<file path="src/rtl/fcr_pkg.sv">
// package: constants and carriers for the flash configuration register block
package fcr_pkg;

    // link commands
    localparam logic [7:0] CMD_SET_READ_PARAMS_NV   = 8'h65;
    localparam logic [7:0] CMD_SET_READ_PARAMS_V_A  = 8'hC0;
    localparam logic [7:0] CMD_SET_READ_PARAMS_V_B  = 8'h63;
    localparam logic [7:0] CMD_WRITE_FUNCTION_REG   = 8'h42;
    localparam logic [7:0] CMD_READ_FUNCTION_REG    = 8'h48;
    localparam logic [7:0] CMD_READ_READ_PARAMS     = 8'h61;

    // function register fields
    localparam int FR_RESET_DISABLE_BIT = 0;
    localparam int FR_AREA_SELECT_BIT   = 1;
    localparam int FR_PROG_SUSP_BIT     = 2;
    localparam int FR_ERASE_SUSP_BIT    = 3;
    localparam int FR_ROW_LOCK_LSB      = 4;
    localparam logic [7:0] FR_OTP_MASK  = 8'hF3;
    localparam logic [7:0] FR_RESET     = 8'h00;

    // read parameter fields
    localparam int RP_SHARED_PIN_BIT = 7;
    localparam int RP_DUMMY_MSB      = 6;
    localparam int RP_DUMMY_LSB      = 3;
    localparam int RP_WRAP_EN_BIT    = 2;
    localparam int RP_BURST_MSB      = 1;
    localparam int RP_BURST_LSB      = 0;
    localparam logic [7:0] RP_RESET  = 8'h00;

    // block protection with 256KB blocks
    localparam int NUM_BLOCKS              = 512;
    localparam logic [3:0] PROTECT_ALL_MIN = 4'hA;
    localparam logic [6:0] WRAP_BASE_BYTES = 7'h08;

    // link framing
    localparam logic [2:0] LAST_BIT = 3'h7;

    typedef enum logic [1:0] {
        FCR_OPCODE = 2'b00,
        FCR_WDATA  = 2'b01,
        FCR_RDATA  = 2'b11,
        FCR_IGNORE = 2'b10
    } fcr_state_e;

    // pin routing decisions
    typedef struct packed {
        logic reset_on_shared_pin;
        logic shared_pin_is_data3;
        logic protect_pin_is_data2;
        logic dedicated_reset_active;
    } fcr_pins_s;

    // read behaviour
    typedef struct packed {
        logic [3:0] dummy_cycles;
        logic       wrap_active;
        logic [6:0] wrap_bytes;
    } fcr_read_cfg_s;

    // protected block range
    typedef struct packed {
        logic       any;
        logic [8:0] first;
        logic [8:0] last;
    } fcr_range_s;

endpackage

</file>
<file path="src/rtl/fcr_regs.sv">
// flash configuration: function register, read parameters, protection decode
//
// Operation
// [RL1] codes 1-9 protect power-of-two block count
// [RL2] codes 10-15 protect all, 0 none
// [RL3] one-time bits never return to zero
// [RL4] bit 0 moves reset to shared pin
// [RL5] bit 1 selects top or bottom area
// [RL6] program suspend flag follows suspend/resume
// [RL7] erase suspend flag follows suspend/resume
// [RL8] row lock bits refuse row programming
// [RL9] volatile params loaded from non-volatile copy
// [RL10] bit 7 picks pause or reset pin
// [RL11] quad or four-line makes pin data3
// [RL12] dedicated reset part keeps pause function
// [RL13] bits 6-3 give dummy cycle count
// [RL14] bit 2 enables burst wrapping
// [RL15] bits 1-0 give 8 to 64 bytes
// [RL16] each write command updates its copy only
// [RL17] wrap disabled reads whole array
// [RL18] quad enable makes protect pin data2
// [RL19] read-only and set bits ignore writes
`timescale 1ns/1ps
`default_nettype none
module fcr_regs
    import fcr_pkg::*;
#(
    parameter bit HAS_DEDICATED_RESET = 1'b1
) (
    input  wire logic          clk,
    input  wire logic          rst_n,
    input  wire logic          sck,
    input  wire logic          cs_n,
    input  wire logic          si,
    output logic               so_o,
    output logic               so_oe,
    input  wire logic          reset_disable_strap,
    input  wire logic          power_up_load,
    input  wire logic          quad_enable,
    input  wire logic          four_line_command_mode,
    input  wire logic [3:0]    protect_level,
    input  wire logic          program_active,
    input  wire logic          erase_active,
    input  wire logic          suspend_cmd,
    input  wire logic          resume_cmd,
    input  wire logic          row_program_req,
    input  wire logic [1:0]    row_program_sel,
    output logic               row_program_refused,
    output logic [7:0]         function_reg,
    output logic [7:0]         read_params_nv,
    output logic [7:0]         read_params,
    output fcr_pins_s          pins,
    output fcr_read_cfg_s      read_cfg,
    output fcr_range_s         protect_range
);

    // link synchronisers; first stage feeds second only
    logic [2:0] sync1_r;
    logic [2:0] sync2_r;
    logic       sck_prev_r;
    logic       sck_s;
    logic       cs_n_s;
    logic       si_s;
    logic       sck_rise;
    logic       sck_fall;

    always_ff @(posedge clk) begin
        if (!rst_n) begin
            // idle link levels: clock low, select high, data low, so no false edge
            sync1_r    <= 3'h2;
            sync2_r    <= 3'h2;
            sck_prev_r <= 1'b0;
        end else begin
            sync1_r    <= {sck, cs_n, si};
            sync2_r    <= sync1_r;
            sck_prev_r <= sync2_r[2];
        end
    end

    assign sck_s    = sync2_r[2];
    assign cs_n_s   = sync2_r[1];
    assign si_s     = sync2_r[0];
    assign sck_rise = sck_s & ~sck_prev_r & ~cs_n_s;
    assign sck_fall = ~sck_s & sck_prev_r & ~cs_n_s;

    // register state
    fcr_state_e state_r, state_nxt;
    logic [2:0] bit_cnt_r, bit_cnt_nxt;
    logic [7:0] shift_r, shift_nxt;
    logic [7:0] opcode_r, opcode_nxt;
    logic [7:0] tx_r, tx_nxt;
    logic       so_r, so_nxt;
    logic       so_oe_r, so_oe_nxt;
    logic [7:0] fr_r, fr_nxt;
    logic [7:0] rp_nv_r, rp_nv_nxt;
    logic [7:0] rp_v_r, rp_v_nxt;
    logic       load_pending_r, load_pending_nxt;
    logic [7:0] byte_in;
    logic       byte_done;

    assign byte_in   = {shift_r[6:0], si_s};
    assign byte_done = sck_rise && (bit_cnt_r == LAST_BIT);

    // command framing, register writes and flag tracking
    always_comb begin
        state_nxt        = state_r;
        bit_cnt_nxt      = bit_cnt_r;
        shift_nxt        = shift_r;
        opcode_nxt       = opcode_r;
        tx_nxt           = tx_r;
        so_nxt           = so_r;
        so_oe_nxt        = so_oe_r;
        fr_nxt           = fr_r;
        rp_nv_nxt        = rp_nv_r;
        rp_v_nxt         = rp_v_r;
        load_pending_nxt = 1'b0;

        // strap and non-volatile copy taken just after reset release
        if (load_pending_r) begin
            fr_nxt[FR_RESET_DISABLE_BIT] = fr_r[FR_RESET_DISABLE_BIT] | reset_disable_strap;
        end
        if (load_pending_r || power_up_load) begin
            rp_v_nxt = rp_nv_r; // [RL9]
        end

        if (cs_n_s) begin
            // frame end aborts any partial byte
            state_nxt   = FCR_OPCODE;
            bit_cnt_nxt = 3'h0;
            so_oe_nxt   = 1'b0;
        end else begin
            if (sck_rise) begin
                shift_nxt   = byte_in;
                bit_cnt_nxt = bit_cnt_r + 3'h1;
            end
            if (byte_done) begin
                case (state_r)
                    FCR_OPCODE: begin
                        opcode_nxt = byte_in;
                        case (byte_in)
                            CMD_SET_READ_PARAMS_NV,
                            CMD_SET_READ_PARAMS_V_A,
                            CMD_SET_READ_PARAMS_V_B,
                            CMD_WRITE_FUNCTION_REG: state_nxt = FCR_WDATA;
                            CMD_READ_FUNCTION_REG: begin
                                state_nxt = FCR_RDATA;
                                tx_nxt    = fr_r;
                            end
                            CMD_READ_READ_PARAMS: begin
                                state_nxt = FCR_RDATA;
                                tx_nxt    = rp_v_r;
                            end
                            default: state_nxt = FCR_IGNORE;
                        endcase
                    end
                    FCR_WDATA: begin
                        state_nxt = FCR_IGNORE;
                        case (opcode_r)
                            CMD_SET_READ_PARAMS_NV: rp_nv_nxt = byte_in; // [RL16]
                            CMD_SET_READ_PARAMS_V_A,
                            CMD_SET_READ_PARAMS_V_B: rp_v_nxt = byte_in; // [RL16]
                            // one-time bits only ever gain ones; suspend flags untouched
                            default: fr_nxt = fr_nxt | (byte_in & FR_OTP_MASK); // [RL3] [RL19]
                        endcase
                    end
                    default: state_nxt = state_r;
                endcase
            end
            // read data shifted out msb first on falling edges, repeats per byte
            if (sck_fall && state_r == FCR_RDATA) begin
                so_nxt    = tx_r[7];
                tx_nxt    = {tx_r[6:0], tx_r[7]};
                so_oe_nxt = 1'b1;
            end
        end

        // suspend flags: set wins over resume in the same cycle
        if (resume_cmd) begin
            fr_nxt[FR_PROG_SUSP_BIT]  = 1'b0; // [RL6]
            fr_nxt[FR_ERASE_SUSP_BIT] = 1'b0; // [RL7]
        end
        if (suspend_cmd && program_active) begin
            fr_nxt[FR_PROG_SUSP_BIT] = 1'b1; // [RL6]
        end
        if (suspend_cmd && erase_active) begin
            fr_nxt[FR_ERASE_SUSP_BIT] = 1'b1; // [RL7]
        end
    end

    // registers only; nv copy models its reset value at power-on
    always_ff @(posedge clk) begin
        if (!rst_n) begin
            state_r        <= FCR_OPCODE;
            bit_cnt_r      <= 3'h0;
            shift_r        <= 8'h00;
            opcode_r       <= 8'h00;
            tx_r           <= 8'h00;
            so_r           <= 1'b0;
            so_oe_r        <= 1'b0;
            fr_r           <= FR_RESET;
            rp_nv_r        <= RP_RESET;
            rp_v_r         <= RP_RESET;
            load_pending_r <= 1'b1;
        end else begin
            state_r        <= state_nxt;
            bit_cnt_r      <= bit_cnt_nxt;
            shift_r        <= shift_nxt;
            opcode_r       <= opcode_nxt;
            tx_r           <= tx_nxt;
            so_r           <= so_nxt;
            so_oe_r        <= so_oe_nxt;
            fr_r           <= fr_nxt;
            rp_nv_r        <= rp_nv_nxt;
            rp_v_r         <= rp_v_nxt;
            load_pending_r <= load_pending_nxt;
        end
    end

    assign so_o           = so_r;
    assign so_oe          = so_oe_r;
    assign function_reg   = fr_r;
    assign read_params_nv = rp_nv_r;
    assign read_params    = rp_v_r;

    // row lock check; combinational answer to the engine
    assign row_program_refused = row_program_req
        & fr_r[FR_ROW_LOCK_LSB + {30'h0, row_program_sel}]; // [RL8]

    // shared pin routing
    logic quad_lines;
    assign quad_lines = quad_enable | four_line_command_mode;

    always_comb begin
        pins.shared_pin_is_data3  = quad_lines; // [RL11]
        pins.protect_pin_is_data2 = quad_enable; // [RL18]
        if (HAS_DEDICATED_RESET) begin
            // strap bit decides whether reset leaves its own pin
            pins.dedicated_reset_active = ~fr_r[FR_RESET_DISABLE_BIT]; // [RL4]
            pins.reset_on_shared_pin    = ~quad_lines & fr_r[FR_RESET_DISABLE_BIT]; // [RL4] [RL12]
        end else begin
            pins.dedicated_reset_active = 1'b0;
            pins.reset_on_shared_pin    = ~quad_lines & rp_v_r[RP_SHARED_PIN_BIT]; // [RL10]
        end
    end

    // read behaviour from the working copy
    always_comb begin
        read_cfg.dummy_cycles = rp_v_r[RP_DUMMY_MSB:RP_DUMMY_LSB]; // [RL13]
        read_cfg.wrap_active  = rp_v_r[RP_WRAP_EN_BIT]; // [RL14] [RL17]
        read_cfg.wrap_bytes   = WRAP_BASE_BYTES << rp_v_r[RP_BURST_MSB:RP_BURST_LSB]; // [RL15]
    end

    // protected range: count is 2^(code-1), all from code 10 up
    logic [9:0] prot_count;
    always_comb begin
        if (protect_level == 4'h0) begin
            prot_count = 10'h000; // [RL2]
        end else if (protect_level >= PROTECT_ALL_MIN) begin
            prot_count = 10'(NUM_BLOCKS); // [RL2]
        end else begin
            prot_count = 10'h001 << (protect_level - 4'h1); // [RL1]
        end
        protect_range.any = (prot_count != 10'h000);
        if (prot_count == 10'h000) begin
            protect_range.first = 9'h000;
            protect_range.last  = 9'h000;
        end else if (fr_r[FR_AREA_SELECT_BIT]) begin
            protect_range.first = 9'h000; // [RL1] [RL5]
            protect_range.last  = 9'(prot_count - 10'h001);
        end else begin
            protect_range.first = 9'(10'(NUM_BLOCKS) - prot_count); // [RL1] [RL5]
            protect_range.last  = 9'(NUM_BLOCKS - 1);
        end
    end

endmodule // fcr_regs
`default_nettype wire

</file>
<file path="config.mk">
export PLATFORM = sky130hd
export DESIGN_NAME = fcr_regs
export DESIGN_NICKNAME = d
export VERILOG_FILES = /design/src/rtl/fcr_pkg.sv /design/src/rtl/fcr_regs.sv
export SDC_FILE = /design/constraint.sdc
export NUM_CORES = 1
export LEC_CHECK = 0
export BUFFER_PORTS_ARGS = -buffer_cell sky130_fd_sc_hd__buf_2
export CAP_MARGIN = 20
export CORE_AREA = 2 2 83 85
export DETAILED_ROUTE_END_ITERATION = 10
export DIE_AREA = 0 0 85 87
export PLACE_DENSITY = 0.78
export SLEW_MARGIN = 20
export SYNTH_ARGS = -nofsm -noshare
export SYNTH_HDL_FRONTEND = slang
export SYNTH_SLANG_ARGS = --single-unit
</file>
<file path="constraint.sdc">
create_clock -name clk -period 2.84 [get_ports clk]
set_input_delay 0.568 -clock clk [delete_from_list [all_inputs] [get_ports clk]]
set_output_delay 0.568 -clock clk [all_outputs]
set_load 0.01 [all_outputs]
</file>
Word-level counts from Yosys, hierarchy flattened
Index checks and enable logic that the tools add are counted.
- output and inout port bits: 62
- bits in registers: 62
- input port bits: 20
- word-level logic and storage cells: 115
- shift-type cells: 2
- mux-type cells: 26
- reduce and logical (&&, ||, !) cells: 31
- equality and inequality tests: 16
- bitwise operators: 16
- add/subtract/negate cells: 5
- $lt $le $gt $ge: 2
- operators by type and width (operator ; number):
    $mux W8 ; 8
    $eq A8 B7 Y1 const B ; 7
    $mux W18 ; 2
    $mux W10 ; 2
    $reduce_and A4 Y1 ; 5
    $eq A8 B8 Y1 const B ; 2
    $mux W4 ; 4
    $pmux W8 S2 ; 1
    $reduce_bool A3 Y1 ; 5
    $logic_not A10 Y1 ; 1
    $reduce_bool A10 Y1 ; 1
    $shl A1 B4 Y10 const A ; 1
    $sub A1 B9 Y9 const A ; 1
    $sub A9 B1 Y9 const B ; 1
    $or A8 B8 Y8 ; 1
    $pmux W2 S2 ; 2
    $not A1 Y1 ; 7
    $shl A4 B2 Y7 const A ; 1
    $and A1 B1 Y1 ; 6
    $ne A3 B1 Y1 const B ; 2
    $ne A3 B2 Y1 const B ; 2
    $reduce_and A2 Y1 ; 3
    $reduce_bool A2 Y1 ; 3
    $reduce_or A2 Y1 ; 3
    other kinds (19) ; 27

Depth between registers and ports, before layout
Gate-level depths: netlist (run 1).
- depth after elaboration: 9
- depth in mapped cells: 9
- depth with buffers taken out: 7

Worst setup path before layout (run 1)
Ideal clock, no wire load.
- path type: input port to output port
- from: input port protect_level[0]
- to: output port protect_range[14] in the netlist's numbering
- arrival time: 2.384 ns
- path buffers: 2
- stages: 7
- data required time: 2.272 ns
- path slack: -0.112 ns
- cell sequence: clkbuf_1 nor2b_1 nand2_1 ha_1 clkbuf_1 o21a_1 a2111oi_0
- RTL lines (what ; RTL line ; text):
    from (decl) ; fcr_regs.sv:41 ; input wire logic [3:0] protect_level,
    to (decl) ; fcr_regs.sv:54 ; output fcr_range_s protect_range

==> results.cfg, run 1 <==
[detailed_routing]
drt.antenna.violating_nets = 0
detailedRoute.firstIterationViolations = 233
post_drt_via_cell_ratio = 5.94
drt_drc_violations_left = 0
drt-wirelength-per-cell_um = 15.5
total_number_of_vias = 3310
drt_pre_antenna_iters = 5
route.final.wire_length_um = 8630

[timing]
period_share = 0.944
grt_setup_unrepaired = no
setup_tns_ns = 0
report.final.slew_viol_count = 0
timing_hold_violations_final = 0
fmax_mhz = 373
layout_min_cycle_time_ns = 2.68
finalHoldWorstSlack_ns = 0.405
finalSetupViolations = 0
fin_worst_skew_ns = 0.0131
worstMarginPinSlew_ns = 1.00
slew-limit-headroom = 0.329

[finish]
multiInputGateArea_sq_um = 1880
mostFrequentLayoutCell = sky130_fd_sc_hd__buf_2
mostFrequentLayoutCells = 78 x sky130_fd_sc_hd__buf_2, 62 x sky130_fd_sc_hd__dfxtp_1, 40 x sky130_fd_sc_hd__nand2_1, 31 x sky130_fd_sc_hd__nor2_1, 31 x sky130_fd_sc_hd__a21oi_1
num_antenna_cells = 0
net_count_reported_at_finish = 495
final-instance-count-excl-fill = 557
layout.area.seq_sq_um = 1240
drive_above_1_share = 0.249
synthToLayoutAreaGrowth_pct = 16.9
fill_cells = 603

[place]
place.detailed.instances = 541
globalplace.congestion = 0.901
place_hpwl_um = 6060
portBuffers = 78

[global_routing]
grt_max_degree = 31
vias_in_the_first_global_route = 2941
initial_antenna_violation_count = 0
global_route.overflow_total = 0
grtUsageMet2 = 0.388
first_pass_grt_wire_length_um = 14100
most_used_layer_global_route = met2
use_met3 = 0.0445
groute.layer.met1.usage = 0.317
grt.total_usage = 0.241

[clock_network]
clockBufferDepth = 2
htree_num_levels = 3
tritoncts = built
clk-insertion-delay-late_ns = 0.35
numClockSinks = 62
postCtsSetupRepairBufs = 0
cts_root_buf = sky130_fd_sc_hd__clkbuf_8
hold_buffers = 0
clock_slew_at_reported_path_ffs_ns = 0.08
cts-resized-gates = 0
cts_made_buffers = 9

[logic_synthesis]
synth_seq_area_share = 0.366
yosys_warnings = 0
yosys-top-cells-area = sky130_fd_sc_hd__dfxtp_1 37%, sky130_fd_sc_hd__mux2i_1 5.3%, sky130_fd_sc_hd__a21oi_1 4.6%
synth_top_flop_cell = sky130_fd_sc_hd__dfxtp_1
number_of_enable_type_register_cells_in_the_synthesized_netlist = 0
synth_top_area_share = 0.366
mappedNetlistArea_sq_um = 3400
synth.avg_cell_area_sq_um = 8.20
async_reset_ff_frac = 0
post-synth-top-area-cell = sky130_fd_sc_hd__dfxtp_1
postSynthCellCount = 414
flop_and_latch_count_out_of_synthesis = 62
synth.distinct_cells = 65

[power_and_ir_drop]
power_density_nw_per_um2 = 462
largest_voltage_drop_on_the_vdd_net_uv = 278
power.share.clock = 0.429
netSwitchingPower_mw = 0.459
power.static_leakage_nw = 1.59
internal-power_mw = 1.37
post-layout-total-power_mw = 1.83
switching_share = 0.250
seq_power_share = 0.482
power.share.combinational = 0.089

[critical_path]
cp_data_arrival_time_ns = 2.11
start_kind = primary input
critical_path.startpoint = protect_level[0]
critical_path.reg2reg.endpoint = tx_r[6]$_SDFFE_PN0P_
critPathRequiredTime_ns = 2.27
critical_path.max_fanout = 9
reg2reg_from = bit_cnt_r[0]$_SDFFE_PP0P_
worstSetupPathType = in2out
critical_path_end = protect_range[7]
worst-r2r-setup-slack_ns = 0.51
worst_r2r_path_depth = 6
crit_path_end_kind = output port

[floorplan]
die_width_um = 85
fp.coreArea_sq_um = 6570
die_height_um = 87
initial_utilization = 0.517
dieArea_sq_um = 7400
pin_count = 82
rows = 30

[hold_path]
timing.hold.worst_path_depth = 1
hp-class = reg2reg

[outcome]
outcome = complete, no violations

[run]
maxCapViolCount = 0
[synth_stat cells, drive strengths merged (3+ instances only)]
cell,number
a21oi,31
a32o,5
and2,9
and3,4
buf,16
clkbuf,30
dfxtp,62
ha,3
inv,17
mux2,3
mux2i,18
nand2,40
nand2b,3
nand3,16
nand3b,3
nand4,5
nor2,32
nor2b,5
nor3,6
nor3b,4
nor4,6
o2111ai,5
o211ai,6
o21ai,25
o221ai,8
o311a,9
o31a,5
or3b,3
[critical path, stage by stage]
cell                        delay, ns
sky130_fd_sc_hd__buf_2           0.15
sky130_fd_sc_hd__nor2b_1         0.18
sky130_fd_sc_hd__nand2_1         0.10
sky130_fd_sc_hd__ha_1            0.30
sky130_fd_sc_hd__nor2b_1         0.19
sky130_fd_sc_hd__a31oi_1         0.15
sky130_fd_sc_hd__a2bb2oi_1       0.18
sky130_fd_sc_hd__o32a_1          0.17
sky130_fd_sc_hd__buf_2           0.12
[worst min path at each step]
stage	startpoint	endpoint	slack, ns
2_1_floorplan	sync1_r[1]$_SDFF_PN1_	sync2_r[1]$_SDFF_PN1_	0.39
3_3_place_gp	sync1_r[1]$_SDFF_PN1_	sync2_r[1]$_SDFF_PN1_	0.40
3_5_place_dp	sync1_r[1]$_SDFF_PN1_	sync2_r[1]$_SDFF_PN1_	0.41
4_1_cts	sync1_r[1]$_SDFF_PN1_	sync2_r[1]$_SDFF_PN1_	0.41
5_1_grt	cs_n	sync1_r[1]$_SDFF_PN1_	0.43
6_report	sync1_r[1]$_SDFF_PN1_	sync2_r[1]$_SDFF_PN1_	0.40
[cells by family after synthesis]
| kind of cell | count (synthesis) | share of synthesized area |
|---|---|---|
| DFF | 62 | 0.366 |
| xor gates and xnor gates | 2 | 0.00516 |
| buffers and inverters | 63 | 0.0862 |
| other | 1 | 0.00110 |
| AOI/OAI and AO/OA | 116 | 0.242 |
| adders and majority gates | 3 | 0.0111 |
| muxes | 22 | 0.0696 |
| and+or+nand+nor | 145 | 0.220 |
[power groups by stage]
stage	clock network, mW	logic [mW]	registers (mW)
CTS	0.797	0.163	0.883
finish	0.786	0.163	0.884
global placement	0	0.160	0.903
detailed placement	0	0.162	0.903
floorplan	0	0.107	0.901
global route	0.830	0.180	0.884
[stage by stage]
| step | instance area (sq um) | setup slack (ns) | util |
|---|---|---|---|
| floorplan | 3410 | 0.0692 | - |
| CTS | 3970 | 0.146 | 0.604 |
| finish | 3970 | 0.158 | 0.604 |
| global route | 3970 | 0.00566 | 0.604 |
| global placement | 3770 | 0.217 | 0.574 |
| detailed placement | 3770 | 0.162 | 0.574 |
[metal layers]
metal  vias up  wire (um)  share of wire
met4         0        192          0.022
li1       1621          -              -
met1      1570       3870           0.45
met5         -          0              0
met3        16        506          0.059
met2       103       4060           0.47
[layout make-up]
class	count	area share
inverter	17	0.0161
multi-input combinational	291	0.473
clock buffer	11	0.0356
timing repair buffer	91	0.123
sequential	62	0.313
tap	80	0.0252
clock inverter	5	0.0148
Note: power is estimated with default switching activity, not from simulation.
==> run 2: changes to the inputs <==
Settings changed: CELL_PAD_IN_SITES_DETAIL_PLACEMENT from default to 0, CELL_PAD_IN_SITES_GLOBAL_PLACEMENT from default to 2, CORE_AREA 2 2 83 85 to 2 2 108 110, DIE_AREA 0 0 85 87 to 0 0 110 112, PLACE_DENSITY 0.78 to default, PLACE_DENSITY_LB_ADDON from default to 0.1.
==> run 2 against run 1 <==
Power increased by 22%; non-clock buffer count grew 5; cell area is 6.1% higher; sequential share of layout area fell by 1.8 points; cell count is 12% higher; clock skew shrank 0.0059 ns; clock power increased by 50%; via count shrank 1.1%; flip-flop and latch count unchanged; combinational power is essentially flat; critical path depth stayed put; critical endpoint unchanged; largest power group is now the clock network.
==> results.cfg, run 2 (synthesis gave the netlist of run 1 again) <==
[timing]
layout_min_cycle_time_ns = 2.67
setup_tns_ns = 0
fin_worst_skew_ns = 0.00715
slew-limit-headroom = 0.329
fmax_mhz = 375
grt_setup_unrepaired = no
period_share = 0.940
finalHoldWorstSlack_ns = 0.417
report.final.slew_viol_count = 0
timing_hold_violations_final = 0
worstMarginPinSlew_ns = 1.00
finalSetupViolations = 0

[power_and_ir_drop]
internal-power_mw = 1.72
post-layout-total-power_mw = 2.24
power.share.clock = 0.530
netSwitchingPower_mw = 0.519
seq_power_share = 0.396
power.static_leakage_nw = 1.67
largest_voltage_drop_on_the_vdd_net_uv = 328
power_density_nw_per_um2 = 531
power.share.combinational = 0.074
switching_share = 0.232

[finish]
drive_above_1_share = 0.261
mostFrequentLayoutCell = sky130_fd_sc_hd__buf_2
net_count_reported_at_finish = 500
post_route_cell_area_sq_um = 4210
synthToLayoutAreaGrowth_pct = 24.0
num_antenna_cells = 0
mostFrequentLayoutCells = 78 x sky130_fd_sc_hd__buf_2, 62 x sky130_fd_sc_hd__dfxtp_1, 40 x sky130_fd_sc_hd__nand2_1, 31 x sky130_fd_sc_hd__nor2_1, 31 x sky130_fd_sc_hd__a21oi_1

[critical_path]
worst_r2r_path_depth = 6
critical_path.reg2reg.endpoint = tx_r[4]$_SDFFE_PN0P_
reg2reg_from = bit_cnt_r[0]$_SDFFE_PP0P_
worstSetupPathType = in2out
worst-r2r-setup-slack_ns = 0.64
crit_path_end_kind = output port
start_kind = primary input
cp_data_arrival_time_ns = 2.10
critPathRequiredTime_ns = 2.27
critical_path.max_fanout = 10

[detailed_routing]
drt-wirelength-per-cell_um = 16.7
route.final.wire_length_um = 10400
drt_drc_violations_left = 0
post_drt_via_cell_ratio = 5.24
drt_pre_antenna_iters = 4
total_number_of_vias = 3272
drt.antenna.violating_nets = 0
detailedRoute.firstIterationViolations = 172

[clock_network]
tritoncts = built
cts_root_buf = sky130_fd_sc_hd__clkbuf_16
cts_made_buffers = 9
clk-insertion-delay-late_ns = 0.33
htree_num_levels = 3
numClockSinks = 62
clock_slew_at_reported_path_ffs_ns = 0.06
postCtsSetupRepairBufs = 0
clockBufferDepth = 2

[global_routing]
initial_antenna_violation_count = 0
vias_in_the_first_global_route = 3128
first_pass_grt_wire_length_um = 16600
grt.total_usage = 0.177
global_route.overflow_total = 0
grt_max_degree = 35

[floorplan]
die_width_um = 110
die_height_um = 112
initial_utilization = 0.304
pin_count = 82
rows = 39
fp.coreArea_sq_um = 11200
dieArea_sq_um = 12300

[hold_path]
holdCritStartpoint = cs_n
hold_path_end = sync1_r[1]$_SDFF_PN1_
timing.hold.worst_path_depth = 2
hp-class = in2reg

[place]
dpl-instance-area_sq_um = 3880
place_hpwl_um = 7660
portBuffers = 78
globalplace.congestion = 0.778

[outcome]
outcome = complete, no violations

[run]
maxCapViolCount = 0
[run 2: cell types whose count changed in the layout (fill, tap and decap cells not counted), sizes merged]
cell / previous run / this run
buf: 91 / 96
bufinv: 1 / 2
clkbuf: 11 / 9
inv: 17 / 18
[run 2: layout make-up]
| type | instances | area, sq um |
|---|---|---|
| clock buffers | 9 | 225 |
| inverters | 17 | 63.8 |
| multi-input cells | 291 | 1880 |
| clock inverters | 7 | 97.6 |
| fillers | 1173 | 6960 |
| well taps | 143 | 179 |
| flip-flops and latches | 62 | 1240 |
| repair buffers | 96 | 526 |
[run 2: worst max-delay path by stage]
stage / start / slack (ns) / endpoint
final: protect_level[0] / 0.17 / protect_range[7]
after global routing: protect_level[0] / 0.05 / protect_range[7]
after CTS: protect_level[0] / 0.1 / protect_range[7]
after detailed placement: protect_level[0] / 0.09 / protect_range[7]
after global placement: protect_level[0] / 0.14 / protect_range[7]
after floorplan: protect_level[0] / 0.07 / protect_range[13]
[run 2: per-stage QoR]
step	worst slack (ns)	instances	utilization
final	0.171	625	0.377
after global routing	0.0479	625	0.377
after CTS	0.0959	625	0.377
after detailed placement	0.0932	609	0.348
after global placement	0.137	609	0.348
after floorplan	0.0692	416	-
[run 2: worst max-delay path, stage by stage]
cell,delay [ns]
sky130_fd_sc_hd__buf_2,0.15
sky130_fd_sc_hd__nor2b_1,0.19
sky130_fd_sc_hd__nand2_1,0.10
sky130_fd_sc_hd__ha_2,0.26
sky130_fd_sc_hd__nor2b_1,0.17
sky130_fd_sc_hd__a31oi_1,0.15
sky130_fd_sc_hd__a2bb2oi_1,0.18
sky130_fd_sc_hd__o32a_1,0.19
sky130_fd_sc_hd__buf_2,0.14
[run 2: routing by layer]
layer	vias to the layer above	share of wire	routed length, um	global-route usage
met4	0	0.0061	64	0.0616
li1	1636	-	-	-
met3	4	0.044	462	0.0334
met5	-	0	0	0
met2	75	0.46	4800	0.275
met1	1557	0.49	5110	0.243
[run 2: power groups by stage]
stage               registers [mW]  logic [mW]  clock network, mW
finish                       0.886       0.166               1.18
global route                 0.886       0.183               1.26
CTS                          0.885       0.166               1.22
detailed placement           0.904       0.166                  0
global placement             0.905       0.168                  0
floorplan                    0.901       0.107                  0
[run 2: timing repair]
item	4_1_cts	5_1_grt
hold buffers	0	0
endpoints found under the setup margin	0	1
resized for setup	0	1
==> run 3: changes to the inputs <==
Settings changed: CELL_PAD_IN_SITES_DETAIL_PLACEMENT 0 to default, CELL_PAD_IN_SITES_GLOBAL_PLACEMENT 2 to default, CORE_AREA 2 2 108 110 to 2 2 83 85, DIE_AREA 0 0 110 112 to 0 0 85 87, PLACE_DENSITY_LB_ADDON 0.1 to 0.15.
==> run 3 against run 2 <==
Utilization grew 23 points; clock power shrank 32%; flip-flop and latch count is the same; largest power group is now sequential cells; combinational power is essentially flat; largest cell class unchanged; sequential power down 0.5%; maximum frequency increased by 1.6%; via count rose by 0.70%; cell count down 11%; critical path type unchanged; first-iteration DRC count down 9.3%.
==> results.cfg, run 3 (synthesis gave the netlist of run 1 again) <==
[detailed_routing]
detailedRoute.firstIterationViolations = 156
route.final.wire_length_um = 8760
drt.antenna.violating_nets = 0
drt-wirelength-per-cell_um = 15.7
drt_pre_antenna_iters = 5
post_drt_via_cell_ratio = 5.91
total_number_of_vias = 3295
drt_drc_violations_left = 0

[finish]
fill_cells = 574
drive_above_1_share = 0.255
mostFrequentLayoutCells = 78 x sky130_fd_sc_hd__buf_2, 62 x sky130_fd_sc_hd__dfxtp_1, 40 x sky130_fd_sc_hd__nand2_1, 31 x sky130_fd_sc_hd__nor2_1, 31 x sky130_fd_sc_hd__a21oi_1
net_count_reported_at_finish = 496
mostFrequentLayoutCell = sky130_fd_sc_hd__buf_2
synthToLayoutAreaGrowth_pct = 17.3
num_antenna_cells = 0

[timing]
slew-limit-headroom = 0.292
worstMarginPinSlew_ns = 1.05
grt_setup_unrepaired = no
finalSetupViolations = 0
finalHoldWorstSlack_ns = 0.416
setup_tns_ns = 0
fmax_mhz = 381
fin_worst_skew_ns = 0.00867
timing_hold_violations_final = 0
layout_min_cycle_time_ns = 2.63
report.final.slew_viol_count = 0
period_share = 0.925

[critical_path]
start_kind = primary input
timing.critical_path.max_delay_family = compound AO/OA/AOI/OAI gates
worstSetupPathType = in2out
cp_data_arrival_time_ns = 2.06
critical_path.max_fanout = 10
critical_path.cell_chain = buf_2 -> nor2b_1 -> nand2_1 -> ha_2 -> nor2b_1 -> a31oi_1 -> a2bb2oi_1 -> o32a_1 -> buf_2
worst-r2r-setup-slack_ns = 0.64
critPathRequiredTime_ns = 2.27
crit_path_end_kind = output port
cp.buffers_inverters = 2
slowest_delay_ns = 0.26
cp_slowest_cell = sky130_fd_sc_hd__ha_2

[clock_network]
htree_num_levels = 3
clk-insertion-delay-late_ns = 0.35
hold_buffers = 0
tritoncts = built
cts_root_buf = sky130_fd_sc_hd__clkbuf_8
numClockSinks = 62
cts-resized-gates = 0
clock_slew_at_reported_path_ffs_ns = 0.08
postCtsSetupRepairBufs = 0
clockBufferDepth = 2
cts_made_buffers = 9

[floorplan]
die_height_um = 87
rows = 30
fp.coreArea_sq_um = 6570
initial_utilization = 0.517
dieArea_sq_um = 7400
die_width_um = 85
pin_count = 82

[outcome]
outcome = complete, no violations

[global_routing]
vias_in_the_first_global_route = 3003
first_pass_grt_wire_length_um = 14400
grt.total_usage = 0.243
global_route.overflow_total = 0
initial_antenna_violation_count = 0
grt_max_degree = 30

[place]
globalplace.congestion = 0.889
place_hpwl_um = 6220
portBuffers = 78

[power_and_ir_drop]
power_density_nw_per_um2 = 466
largest_voltage_drop_on_the_vdd_net_uv = 429
power.static_leakage_nw = 1.60

[hold_path]
hp-class = in2reg

[run]
maxCapViolCount = 0
run 3: metrics by stage:
step	utilization	worst slack [ns]	instance area [sq um]	cells	power (mW)
final	0.606	0.213	3980	558	1.86
after global routing	0.606	0.0337	3980	558	1.93
after CTS	0.606	0.122	3980	558	1.87
after detailed placement	0.575	0.125	3780	542	1.07
after global placement	0.575	0.194	3780	542	1.07
after floorplan	-	0.0692	3410	416	1.01
run 3: layout make-up:
cell class / count / area, sq um / area share
timing repair buffer: 92 / 495 / 0.124
multi-input combinational: 291 / 1880 / 0.472
sequential: 62 / 1240 / 0.312
clock inverter: 7 / 80.1 / 0.0201
tap: 80 / 100 / 0.0251
inverter: 17 / 63.8 / 0.0160
clock buffer: 9 / 124 / 0.0311
run 3: worst register-to-register path: stages, from the launching register on:
cell and delay (ns):
sky130_fd_sc_hd__dfxtp_1 0.36, sky130_fd_sc_hd__ha_1 0.16, sky130_fd_sc_hd__ha_1 0.17, sky130_fd_sc_hd__or3b_2 0.47
sky130_fd_sc_hd__or2_1 0.46, sky130_fd_sc_hd__o2111ai_1 0.27, sky130_fd_sc_hd__o221ai_1 0.16
run 3: path summary, 6_finish.rpt:
kind | startpoint | end | cells after the start
setup / recovery | protect_level[0] | protect_range[7] | 9
hold / removal | cs_n | sync1_r[1]$_SDFF_PN1_ | 2
setup reg to reg | bit_cnt_r[0]$_SDFFE_PP0P_ | tx_r[1]$_SDFFE_PN0P_ | 6
hold reg to reg | sync1_r[0]$_SDFF_PN0_ | sync2_r[0]$_SDFF_PN0_ | 1
run 3: where the power goes:
| group | internal [mW] | switching, mW |
|---|---|---|
| registers | 0.876 | 0.00585 |
| logic | 0.0690 | 0.0969 |
| clock network | 0.417 | 0.392 |
| total | 1.36 | 0.494 |
run 3: routing by layer:
layer,GRT usage,vias up,wire [um]
met5,0,-,0
met4,0.0924,0,124
met3,0.0521,10,422
met2,0.387,103,4210
met1,0.325,1560,4000
li1,-,1622,-
